<file path="config.mk">
export PLATFORM = sky130hd
export DESIGN_NAME = phy_status_and_identity_regs
export DESIGN_NICKNAME = d
export VERILOG_FILES = /design/src/phy_regs_pkg.sv /design/src/phy_status_and_identity_regs.sv
export SDC_FILE = /design/constraint.sdc
export NUM_CORES = 1
export LEC_CHECK = 0
export BUFFER_PORTS_ARGS = -buffer_cell sky130_fd_sc_hd__buf_2
export CORE_MARGIN = 10
export CORE_UTILIZATION = 55
export DETAILED_ROUTE_END_ITERATION = 10
export GPL_ROUTABILITY_DRIVEN = 0
export GPL_TIMING_DRIVEN = 0
export PLACE_DENSITY = 0.75
export SLEW_MARGIN = 20
export SYNTH_ARGS = -nofsm -noshare
export SYNTH_HDL_FRONTEND = slang
export SYNTH_SLANG_ARGS = --single-unit
</file>
<file path="constraint.sdc">
create_clock -name clk_i -period 4.9 [get_ports clk_i]
set_clock_uncertainty 0.05 [all_clocks]
set_input_delay 0.98 -clock clk_i [delete_from_list [all_inputs] [get_ports clk_i]]
set_output_delay 0.98 -clock clk_i [all_outputs]
set_load 0.01 [all_outputs]
</file>
<file path="src/phy_regs_pkg.sv">
// constants and types for the management register slice of the transceiver
// assumes a single management clock domain and frame-level serial access
package phy_regs_pkg;

  // register offsets on the serial management interface
  localparam logic [4:0] STATUS_OFFSET    = 5'h01;
  localparam logic [4:0] ID_HIGH_OFFSET   = 5'h02;
  localparam logic [4:0] ID_LOW_OFFSET    = 5'h03;

  // status register field positions and reset values
  localparam int         JABBER_BIT       = 1;
  localparam int         EXT_CAP_BIT      = 0;
  localparam logic       JABBER_RESET     = 1'h0;

  // frame layout, counted in serial clock rising edges
  localparam logic [5:0] PREAMBLE_LEN     = 6'h20;
  localparam logic [4:0] HDR_BITS         = 5'h0D;
  localparam logic [4:0] DATA_BITS        = 5'h10;
  localparam logic [1:0] OP_READ          = 2'h2;
  localparam logic [1:0] OP_WRITE         = 2'h1;

  // identity values: arbitrary, not any real maker's codes
  localparam logic [21:0] VENDOR_CODE     = 22'h15A5A5;
  localparam logic [5:0]  MODEL_NUMBER    = 6'h0C;
  localparam logic [3:0]  MODEL_REVISION  = 4'h3;

  // frame header after the first start bit
  typedef struct packed {
    logic       start_lo;
    logic [1:0] opcode;
    logic [4:0] phy_addr;
    logic [4:0] reg_addr;
  } frame_hdr_t;

  typedef enum logic [1:0] {
    ST_PREAMBLE   = 2'b00,
    ST_HEADER     = 2'b01,
    ST_TURNAROUND = 2'b10,
    ST_DATA       = 2'b11
  } mgmt_state_t;

endpackage

</file>
<file path="src/phy_status_and_identity_regs.sv">
// status tail and identity registers behind the serial management pins
// assumes mdc_i and mdio_i are synchronous to clk_i and mdc is well slower
`timescale 1ns/1ps

module phy_status_and_identity_regs #(
  parameter bit ZERO_IDENTITY = 1'b0
) (
  input  wire logic       clk_i,
  input  wire logic       sys_rst_i,
  input  wire logic [4:0] phy_addr_i,
  input  wire logic       jabber_event_i,
  input  wire logic       mdc_i,
  input  wire logic       mdio_i,
  output logic            mdio_o,
  output logic            mdio_oe_o,
  output logic            jabber_flag_o
);

  phy_regs_pkg::mgmt_state_t state_q;
  phy_regs_pkg::frame_hdr_t  hdr_q;
  phy_regs_pkg::frame_hdr_t  hdr_d;
  logic        mdc_q;
  logic        mdc_rise;
  logic [5:0]  pre_cnt_q;
  logic [4:0]  cnt_q;
  logic        rd_q;
  logic [15:0] shift_q;
  logic        jabber_q;
  logic        mdio_q;
  logic        mdio_oe_q;
  logic        hdr_done;
  logic        rd_hit;
  logic        wr_ok;
  logic        status_read;

  // register read mux, loaded into the read shift register at header end
  function automatic logic [15:0] reg_read(input logic [4:0] addr, input logic jab);
    logic [15:0] v;
    v = 16'h0000;
    unique case (addr)
      phy_regs_pkg::STATUS_OFFSET: begin
        v[phy_regs_pkg::JABBER_BIT]  = jab;
        v[phy_regs_pkg::EXT_CAP_BIT] = 1'b1;
      end
      phy_regs_pkg::ID_HIGH_OFFSET: begin
        v = phy_regs_pkg::VENDOR_CODE[21:6];
      end
      phy_regs_pkg::ID_LOW_OFFSET: begin
        v = {phy_regs_pkg::VENDOR_CODE[5:0], phy_regs_pkg::MODEL_NUMBER,
             phy_regs_pkg::MODEL_REVISION};
      end
      default: v = 16'h0000;
    endcase
    if (ZERO_IDENTITY && (addr == phy_regs_pkg::ID_HIGH_OFFSET ||
                          addr == phy_regs_pkg::ID_LOW_OFFSET)) begin
      v = 16'h0000;
    end
    return v;
  endfunction

  // header decode on the last header bit
  assign mdc_rise    = mdc_i & ~mdc_q;
  assign hdr_d       = {hdr_q[11:0], mdio_i};
  assign hdr_done    = mdc_rise && (state_q == phy_regs_pkg::ST_HEADER) &&
                       (cnt_q == phy_regs_pkg::HDR_BITS - 5'h01);
  assign rd_hit      = hdr_d.start_lo && (hdr_d.opcode == phy_regs_pkg::OP_READ) &&
                       (hdr_d.phy_addr == phy_addr_i);
  assign wr_ok       = hdr_d.start_lo && (hdr_d.opcode == phy_regs_pkg::OP_WRITE);
  assign status_read = hdr_done && rd_hit && (hdr_d.reg_addr == phy_regs_pkg::STATUS_OFFSET);

  // serial clock edge detect; inputs are already synchronous
  // reset value matches the idle-low serial clock, so no false edge follows reset
  always_ff @(posedge clk_i or posedge sys_rst_i) begin
    if (sys_rst_i) begin
      mdc_q <= 1'b0;
    end else begin
      mdc_q <= mdc_i;
    end
  end

  // jabber latch: a new event wins over a same-cycle read clear
  always_ff @(posedge clk_i or posedge sys_rst_i) begin
    if (sys_rst_i) begin
      jabber_q <= phy_regs_pkg::JABBER_RESET;
    end else if (jabber_event_i) begin
      jabber_q <= 1'b1;
    end else if (status_read) begin
      jabber_q <= 1'b0;
    end
  end

  // frame sequencer, advancing once per serial clock rising edge
  always_ff @(posedge clk_i or posedge sys_rst_i) begin
    if (sys_rst_i) begin
      state_q   <= phy_regs_pkg::ST_PREAMBLE;
      pre_cnt_q <= 6'h00;
      cnt_q     <= 5'h00;
      hdr_q     <= '0;
      rd_q      <= 1'b0;
    end else if (mdc_rise) begin
      unique case (state_q)
        phy_regs_pkg::ST_PREAMBLE: begin
          if (mdio_i) begin
            // saturate so a long idle-high run still qualifies as preamble
            if (pre_cnt_q != phy_regs_pkg::PREAMBLE_LEN) begin
              pre_cnt_q <= pre_cnt_q + 6'h01;
            end
          end else begin
            // first start bit only counts after a full preamble
            pre_cnt_q <= 6'h00;
            if (pre_cnt_q == phy_regs_pkg::PREAMBLE_LEN) begin
              state_q <= phy_regs_pkg::ST_HEADER;
              cnt_q   <= 5'h00;
            end
          end
        end
        phy_regs_pkg::ST_HEADER: begin
          hdr_q <= hdr_d;
          cnt_q <= cnt_q + 5'h01;
          if (hdr_done) begin
            cnt_q <= 5'h00;
            rd_q  <= rd_hit;
            // foreign reads are tracked silently; bad opcodes abort
            state_q <= (wr_ok || (hdr_d.start_lo && hdr_d.opcode == phy_regs_pkg::OP_READ)) ?
                       phy_regs_pkg::ST_TURNAROUND : phy_regs_pkg::ST_PREAMBLE;
          end
        end
        phy_regs_pkg::ST_TURNAROUND: begin
          cnt_q <= cnt_q + 5'h01;
          if (cnt_q == 5'h01) begin
            state_q <= phy_regs_pkg::ST_DATA;
            cnt_q   <= rd_q ? 5'h01 : 5'h00;
          end
        end
        phy_regs_pkg::ST_DATA: begin
          // write data is counted but never stored: every bit here is read-only
          cnt_q <= cnt_q + 5'h01;
          if ((rd_q && cnt_q == phy_regs_pkg::DATA_BITS) ||
              (!rd_q && cnt_q == phy_regs_pkg::DATA_BITS - 5'h01)) begin
            state_q <= phy_regs_pkg::ST_PREAMBLE;
            cnt_q   <= 5'h00;
            rd_q    <= 1'b0;
          end
        end
      endcase
    end
  end

  // read data path: snapshot at header end so the word cannot tear mid-shift
  // the pin is released one rise after bit 0, which the host samples on that rise
  always_ff @(posedge clk_i or posedge sys_rst_i) begin
    if (sys_rst_i) begin
      shift_q   <= 16'h0000;
      mdio_q    <= 1'b0;
      mdio_oe_q <= 1'b0;
    end else if (hdr_done) begin
      shift_q <= reg_read(hdr_d.reg_addr, jabber_q);
    end else if (mdc_rise && rd_q) begin
      if (state_q == phy_regs_pkg::ST_TURNAROUND && cnt_q == 5'h00) begin
        mdio_oe_q <= 1'b1; // second turnaround bit driven low
        mdio_q    <= 1'b0;
      end else if (state_q == phy_regs_pkg::ST_DATA && cnt_q == phy_regs_pkg::DATA_BITS) begin
        mdio_oe_q <= 1'b0;
        mdio_q    <= 1'b0;
      end else begin
        mdio_q  <= shift_q[15];
        shift_q <= {shift_q[14:0], 1'b0};
      end
    end
  end

  assign mdio_o        = mdio_q;
  assign mdio_oe_o     = mdio_oe_q;
  assign jabber_flag_o = jabber_q;

  // checks
  // identity words are held against the package constants, not the read mux
  jabber_set_a: assert property (@(posedge clk_i) disable iff (sys_rst_i)
    jabber_event_i |=> jabber_q) else $error("jabber flag did not latch");
  jabber_hold_a: assert property (@(posedge clk_i) disable iff (sys_rst_i)
    jabber_q && !status_read |=> jabber_q) else $error("jabber flag lost without read");
  ext_cap_a: assert property (@(posedge clk_i) disable iff (sys_rst_i)
    status_read |=> shift_q[0] && shift_q[1] == $past(jabber_q))
    else $error("status word wrong");
  id_high_a: assert property (@(posedge clk_i) disable iff (sys_rst_i)
    hdr_done && hdr_d.reg_addr == phy_regs_pkg::ID_HIGH_OFFSET |=>
    shift_q == (ZERO_IDENTITY ? 16'h0000 : phy_regs_pkg::VENDOR_CODE[21:6]))
    else $error("identity high word wrong");
  id_low_a: assert property (@(posedge clk_i) disable iff (sys_rst_i)
    hdr_done && hdr_d.reg_addr == phy_regs_pkg::ID_LOW_OFFSET |=>
    shift_q == (ZERO_IDENTITY ? 16'h0000 : {phy_regs_pkg::VENDOR_CODE[5:0],
                phy_regs_pkg::MODEL_NUMBER, phy_regs_pkg::MODEL_REVISION}))
    else $error("identity low word wrong");
  id_zero_a: assert property (@(posedge clk_i) disable iff (sys_rst_i)
    ZERO_IDENTITY && hdr_done && hdr_d.reg_addr[4:1] == 4'h1 |=> shift_q == 16'h0000)
    else $error("identity not zero");
  write_quiet_a: assert property (@(posedge clk_i) disable iff (sys_rst_i)
    state_q == phy_regs_pkg::ST_DATA && !rd_q |-> !mdio_oe_q)
    else $error("pin driven during write");
  ta_low_a: assert property (@(posedge clk_i) disable iff (sys_rst_i)
    $rose(mdio_oe_q) |-> !mdio_q && state_q == phy_regs_pkg::ST_TURNAROUND)
    else $error("turnaround not driven low");
  bus_release_a: assert property (@(posedge clk_i) disable iff (sys_rst_i)
    state_q != phy_regs_pkg::ST_DATA && state_q != phy_regs_pkg::ST_TURNAROUND
    |-> !mdio_oe_q) else $error("pin driven outside a read");

  read_cov: cover property (@(posedge clk_i) disable iff (sys_rst_i) $fell(mdio_oe_q));
  status_cov: cover property (@(posedge clk_i) disable iff (sys_rst_i) status_read && jabber_q);
  race_cov: cover property (@(posedge clk_i) disable iff (sys_rst_i)
    status_read && jabber_event_i);
  write_cov: cover property (@(posedge clk_i) disable iff (sys_rst_i) hdr_done && wr_ok);
  abort_cov: cover property (@(posedge clk_i) disable iff (sys_rst_i) hdr_done && !hdr_d.start_lo);

endmodule

</file>
==> results of run 1 <==
==> state kept, by name, indices dropped and copies added (netlist names), named ones only <==
signal	flops
hdr_d	12
rd_q	1
mdio_oe_o	1
jabber_flag_o	1
mdio_o	1
cnt_q	5
pre_cnt_q	6
mdc_q	1
state_q	1
shift_q	16
==> power by group through the flow <==
stage          clock [mW]  sequential [mW]  combinational, mW
2_1_floorplan           0            0.528              0.291
3_3_place_gp            0            0.546              0.344
3_5_place_dp            0            0.550              0.358
4_1_cts             0.293            0.542              0.362
5_1_grt             0.308            0.557              0.415
6_report            0.287            0.542              0.359
==> critical path, cell delays in order <==
cell	delay, ns
clkbuf_1	0.27
inv_1	0.21
a311oi_1	0.62
o21ai_0	0.16
o311ai_1	0.12
==> cell usage in the layout (no fill, tap or decap), types with 2 or more instances in the layout <==
cell type and count:
nand2_1 13, o31ai_1 3, mux2_2 13, o21ai_0 8, clkbuf_1 3, and3_1 2
buf_6 2, nor2_1 14, nand3_1 8, o21ai_1 10, nor3b_1 3, nor3_1 3
a22o_1 2, a21oi_1 9, ha_1 6, mux2i_1 18, and2_1 3, clkbuf_8 5
nand4_1 4, nor2b_1 3, nand2b_1 5, inv_1 7, dfrtp_1 46, xnor2_1 6
buf_2 15
==> cell type report <==
| type | count | area, um^2 | area share, % |
|---|---|---|---|
| multi-input combinational | 161 | 1200 | 44.34 |
| inverter | 8 | 30.03 | 1.110 |
| sequential | 46 | 1151 | 42.53 |
| clock buffer | 5 | 68.82 | 2.543 |
| timing repair buffer | 12 | 82.58 | 3.051 |
| clock inverter | 3 | 43.79 | 1.618 |
| tap | 52 | 65.06 | 2.404 |
| buffer | 11 | 65.06 | 2.404 |
==> kinds of logic (layout without fill, tap and decap cells) <==
group / after synthesis / after routing / synth area share [%]
and+or+nand+nor: 68 / 68 / 16.06
AOI/OAI and AO/OA: 49 / 49 / 14.07
DFF: 46 / 46 / 47.06
muxes: 31 / 31 / 13.35
buffers and inverters: 19 / 39 / 3.887
xor gates and xnor gates: 7 / 7 / 2.506
adders and majority gates: 6 / 6 / 3.069
==> metal layers <==
| metal | GRT usage [%] | vias up | share of wire, % | wire length (um) |
|---|---|---|---|---|
| met1 | 17.35 | 837 | 48 | 2144 |
| met3 | 4.034 | 5 | 4.1 | 183 |
| li1 | - | 856 | - | - |
| met2 | 20.07 | 26 | 47 | 2122 |
| met4 | 3.976 | 0 | 0.91 | 41 |
| met5 | 0 | - | 0 | 0 |
==> worst paths after layout <==
path                            startpoint     endpoint  slack [ns]
worst min register to register   mdio_oe_o    mdio_oe_o        0.47
worst min-delay path             mdio_oe_o    mdio_oe_o        0.47
worst max register to register    cnt_q[0]   shift_q[1]        2.74
min in group asynchronous        sys_rst_i     hdr_d[5]        0.68
worst max-delay path                mdio_i     cnt_q[0]        2.69
max in group asynchronous        sys_rst_i  shift_q[12]        3.62
==> impl_metrics.json, run 1 <==
{
  "status": "completed",
  "p_seq_share_pct": 45.6,
  "worst_ep_required_time_ns": 5.05,
  "grt-ovfl-total": 0,
  "clock-sinks": 46,
  "drt-total-wl_um": 4491,
  "tns_ns": 0,
  "row_count": 24,
  "rr_worst_depth": 9,
  "clk_path_buf_depth": 2,
  "drv_slew": 0,
  "rsz0062_at_grt": "false",
  "worst_hold_path_type": "flop to flop",
  "max_cap_violations": 0,
  "gr-usage-all-layers_pct": 13.13,
  "antenna_found_initial": 0,
  "insertion_delay_ns": 0.31,
  "grt_pass1_wl_um": 8128,
  "fp.dieH_um": 86.69,
  "yosys.area.top_type": "dfrtp_1",
  "endpoint_kind": "flop",
  "root_buffer": "clkbuf_8",
  "cts_tree": "yes",
  "dr.pass1.iters": 4,
  "synth_most_common_cell": "dfrtp_1",
  "synthArstFlopShare_pct": 100.0,
  "netSwitchingPower_uw": 411.2,
  "syn_to_final_growth_pct": 10.64,
  "path_class": "primary input to flop",
  "post_cts_buffers": 0,
  "cts_resized": 0,
  "finalCritPeriodShare_pct": 45.20,
  "fin_cells": 298,
  "start_kind": "primary input",
  "slew_headroom_pct": 52.76,
  "htreeDepth": 2,
  "placed_area_um2": 2594,
  "ys_top_cells_by_count": "dfrtp_1, mux2i_1, nor2_1, mux2_2, nand2_1",
  "n_fill_cell": 366,
  "grt_max_degree": 26,
  "leakage_nw": 1.151,
  "synth-main-ff-cell": "dfrtp_1",
  "core_um2": 4324,
  "vdd.ir_drop.worst_v": 0.0003509,
  "nNetsFinal": 261,
  "clk_pin_slew_ns": 0.09,
  "ant_nets": 0,
  "dp_hpwl_um": 3215,
  "synth_area_um2": 2446,
  "pre_cts_ws_ns": 2.346,
  "crit_fanout": 9,
  "fin_area_um2": 2706,
  "synthesis.yosys.warnings": 0,
  "total_power_mw": 1.188,
  "comb_power_share_pct": 30.2,
  "start_util_pct": 56.57,
  "utilization_pct": 62.59,
  "grt_pass1_vias": 1758,
  "final_layout_size_suffix_gt1_share_pct": 19.92,
  "ys_ff_latch": 46,
  "num_antenna_cells": 0,
  "setup_slack_ns": 2.685,
  "min_period_ns": 2.215,
  "holdWs_ns": 0.4691,
  "synthesis.nets": 242,
  "synth_top_area_share_pct": 47.06,
  "synth_edf_count": 0,
  "remaining_drc_errors": 0,
  "drtIter0Drc": 132,
  "worstMarginPinSlew_ns": 0.7038,
  "wl_per_cell_um": 15.07,
  "synthCells": 226,
  "setup_viol": 0,
  "cp.arrival_ns": 2.37,
  "switching_share_pct": 34.60,
  "die_w_um": 86.69,
  "yosysSeqAreaShare_pct": 47.06,
  "routed_via_density": 5.785,
  "cellPowerDensity_nw_per_um2": 439.1,
  "p_int_uw": 777.1,
  "synth.avg_cell_area_um2": 10.82,
  "yosysUniqueCellTypes": 54,
  "numCtsBuffers": 5,
  "hold_buffers": 0,
  "numPlacedInstances": 290,
  "synth.area.top_cells": "dfrtp_1, mux2i_1, mux2_2, ha_1, nor2_1",
  "die_area_um2": 7515,
  "hold_viol": 0,
  "via_count": 1724,
  "whs_path_depth": 1,
  "ios": 13,
  "p_clk_share_pct": 24.2,
  "portBuffers": 11,
  "max_freq_mhz": 451.5
}
No activity file was read; power rests on OpenSTA's default activity.
==> inputs of run 2 (changes only) <==
==> constraint.sdc (replaced) <==
create_clock -name clk_i -period 2.1 [get_ports clk_i]
set_clock_uncertainty 0.05 [all_clocks]
set_input_delay 0.42 -clock clk_i [delete_from_list [all_inputs] [get_ports clk_i]]
set_output_delay 0.42 -clock clk_i [all_outputs]
set_load 0.01 [all_outputs]
==> run 2 against run 1 <==
Against the previous run: power up 140%; global-route usage unchanged; worst hold slack worse by 0.35 ns; critical endpoint is now rd_q; highest routed layer unchanged.
==> impl_metrics.json, run 2 (synthesized netlist as in run 1, its figures left out) <==
{
  "die_w_um": 86.69,
  "drtIter0Drc": 158,
  "start_util_pct": 56.57,
  "syn_to_final_growth_pct": 11.82,
  "clk_pin_slew_ns": 0.09,
  "drt-total-wl_um": 4553,
  "ios": 13,
  "seqCellArea_um2": 1152,
  "grt_pass1_wl_um": 8128,
  "rsz0062_at_grt": "false",
  "slew_headroom_pct": 61.75,
  "leakage_nw": 1.152,
  "grt_max_degree": 26,
  "worstMarginPinSlew_ns": 0.5729,
  "cts_resized": 0,
  "multi_input_area_um2": 1229,
  "crit_fanout": 6,
  "fp.dieH_um": 86.69,
  "root_buffer": "clkbuf_8",
  "via_count": 1714,
  "die_area_um2": 7515,
  "regMostFlops": "shift_q",
  "n_fill_cell": 359,
  "hold_buffers": 0,
  "antenna_found_initial": 0,
  "path_class": "flop to flop",
  "worst_path_largest_cell_delay_ns": 0.45,
  "clk_path_buf_depth": 2,
  "cts_tree": "yes",
  "htreeDepth": 2,
  "min_period_ns": 1.921,
  "crit_chain": "inv_1, ha_2, nor4bb_2, a21oi_1, a211o_1, a22o_1",
  "ant_nets": 0,
  "vdd.ir_drop.worst_v": 0.0008126,
  "fin_cells": 297,
  "hold_viol": 0,
  "routed_via_density": 5.771,
  "row_count": 24,
  "insertion_delay_ns": 0.30,
  "drv_slew": 0,
  "numCtsBuffers": 5,
  "grt_pass1_vias": 1758,
  "final_layout_size_suffix_gt1_share_pct": 22.86,
  "wl_per_cell_um": 15.33,
  "num_antenna_cells": 0,
  "final_cell_mix": "dfrtp_1, mux2i_1, buf_2, nor2_1",
  "total_power_mw": 2.806,
  "utilization_pct": 63.25,
  "nNetsFinal": 260,
  "endpoint_kind": "flop",
  "dr.pass1.iters": 4,
  "numPlacedInstances": 290,
  "post_cts_buffers": 0,
  "gr-usage-all-layers_pct": 13.13,
  "setup_viol": 0,
  "worst_ep_required_time_ns": 2.25,
  "status": "completed",
  "worst_hold_path_type": "primary input to asynchronous set/reset pin",
  "largest_reg_flops": 16,
  "core_um2": 4324,
  "dp_hpwl_um": 3215,
  "crit_path_top_delay_cell": "dfrtp_2",
  "portBuffers": 11,
  "reg2reg_from": "cnt_q[0]",
  "remaining_drc_errors": 0,
  "layout_commonest_cell": "dfrtp_1",
  "regToRegSetupSlack_ns": 0.18,
  "cp.arrival_ns": 2.07,
  "grt-ovfl-total": 0,
  "finalCritPeriodShare_pct": 91.47,
  "max_freq_mhz": 520.6,
  "crit_start": "cnt_q[0]",
  "max_cap_violations": 0,
  "clock-sinks": 46,
  "cellPowerDensity_nw_per_um2": 1026,
  "start_kind": "flop"
}
run 2: cell type report:
class                           instances  share of cell area [%]
Multi-Input combinational cell        161                   44.92
Timing Repair Buffer                   12                   3.019
Sequential cell                        46                   42.13
Buffer                                 10                   2.333
Clock inverter                          3                   1.601
Inverter                                8                   1.098
Tap cell                               52                   2.379
Clock buffer                            5                   2.516
run 2: path summary, 6_finish.rpt:
| check | cells after the start | to |
|---|---|---|
| setup / recovery | 6 | rd_q |
| hold / removal | 2 | hdr_d[5] |
| min in group clk_i | 1 | mdc_q |
| max in group asynchronous | 3 | shift_q[12] |
| setup reg to reg | 6 | rd_q |
| hold reg to reg | 1 | mdio_oe_o |
run 2: critical path: cells and delay by family, from the launching register on:
kind / cells / cell delay [ns]
AOI/OAI and AO/OA: 3 / 0.72
buffers and inverters: 1 / 0.07
and+or+nand+nor: 1 / 0.30
DFF: 1 / 0.45
adders and majority gates: 1 / 0.23
run 2: metal layers:
| metal | vias to the layer above | global-route usage (%) | routed length, um |
|---|---|---|---|
| li1 | 856 | - | - |
| met5 | - | 0 | 0 |
| met2 | 22 | 20.07 | 2133 |
| met3 | 5 | 4.034 | 172 |
| met4 | 0 | 3.976 | 41 |
| met1 | 831 | 17.35 | 2205 |
run 2: through the flow:
| stage | hold WS (ns) | cell area [um^2] | setup TNS [ns] | setup slack (ns) |
|---|---|---|---|---|
| finish | 0.1193 | 2735 | 0 | 0.1792 |
| global route | 0.1356 | 2735 | 0 | 0.008387 |
| detailed placement | 0.4506 | 2594 | -0.04586 | -0.04193 |
| CTS | 0.1358 | 2703 | 0 | 0.03132 |
| global placement | 0.4416 | 2566 | -2.865 | -0.06322 |
| floorplan | 0.4014 | 2446 | 0 | 0.2797 |
run 2: report_power, final:
group,switching [mW],internal (mW)
clock,0.309,0.357
sequential,0.189,1.08
combinational,0.476,0.393
total,0.974,1.83
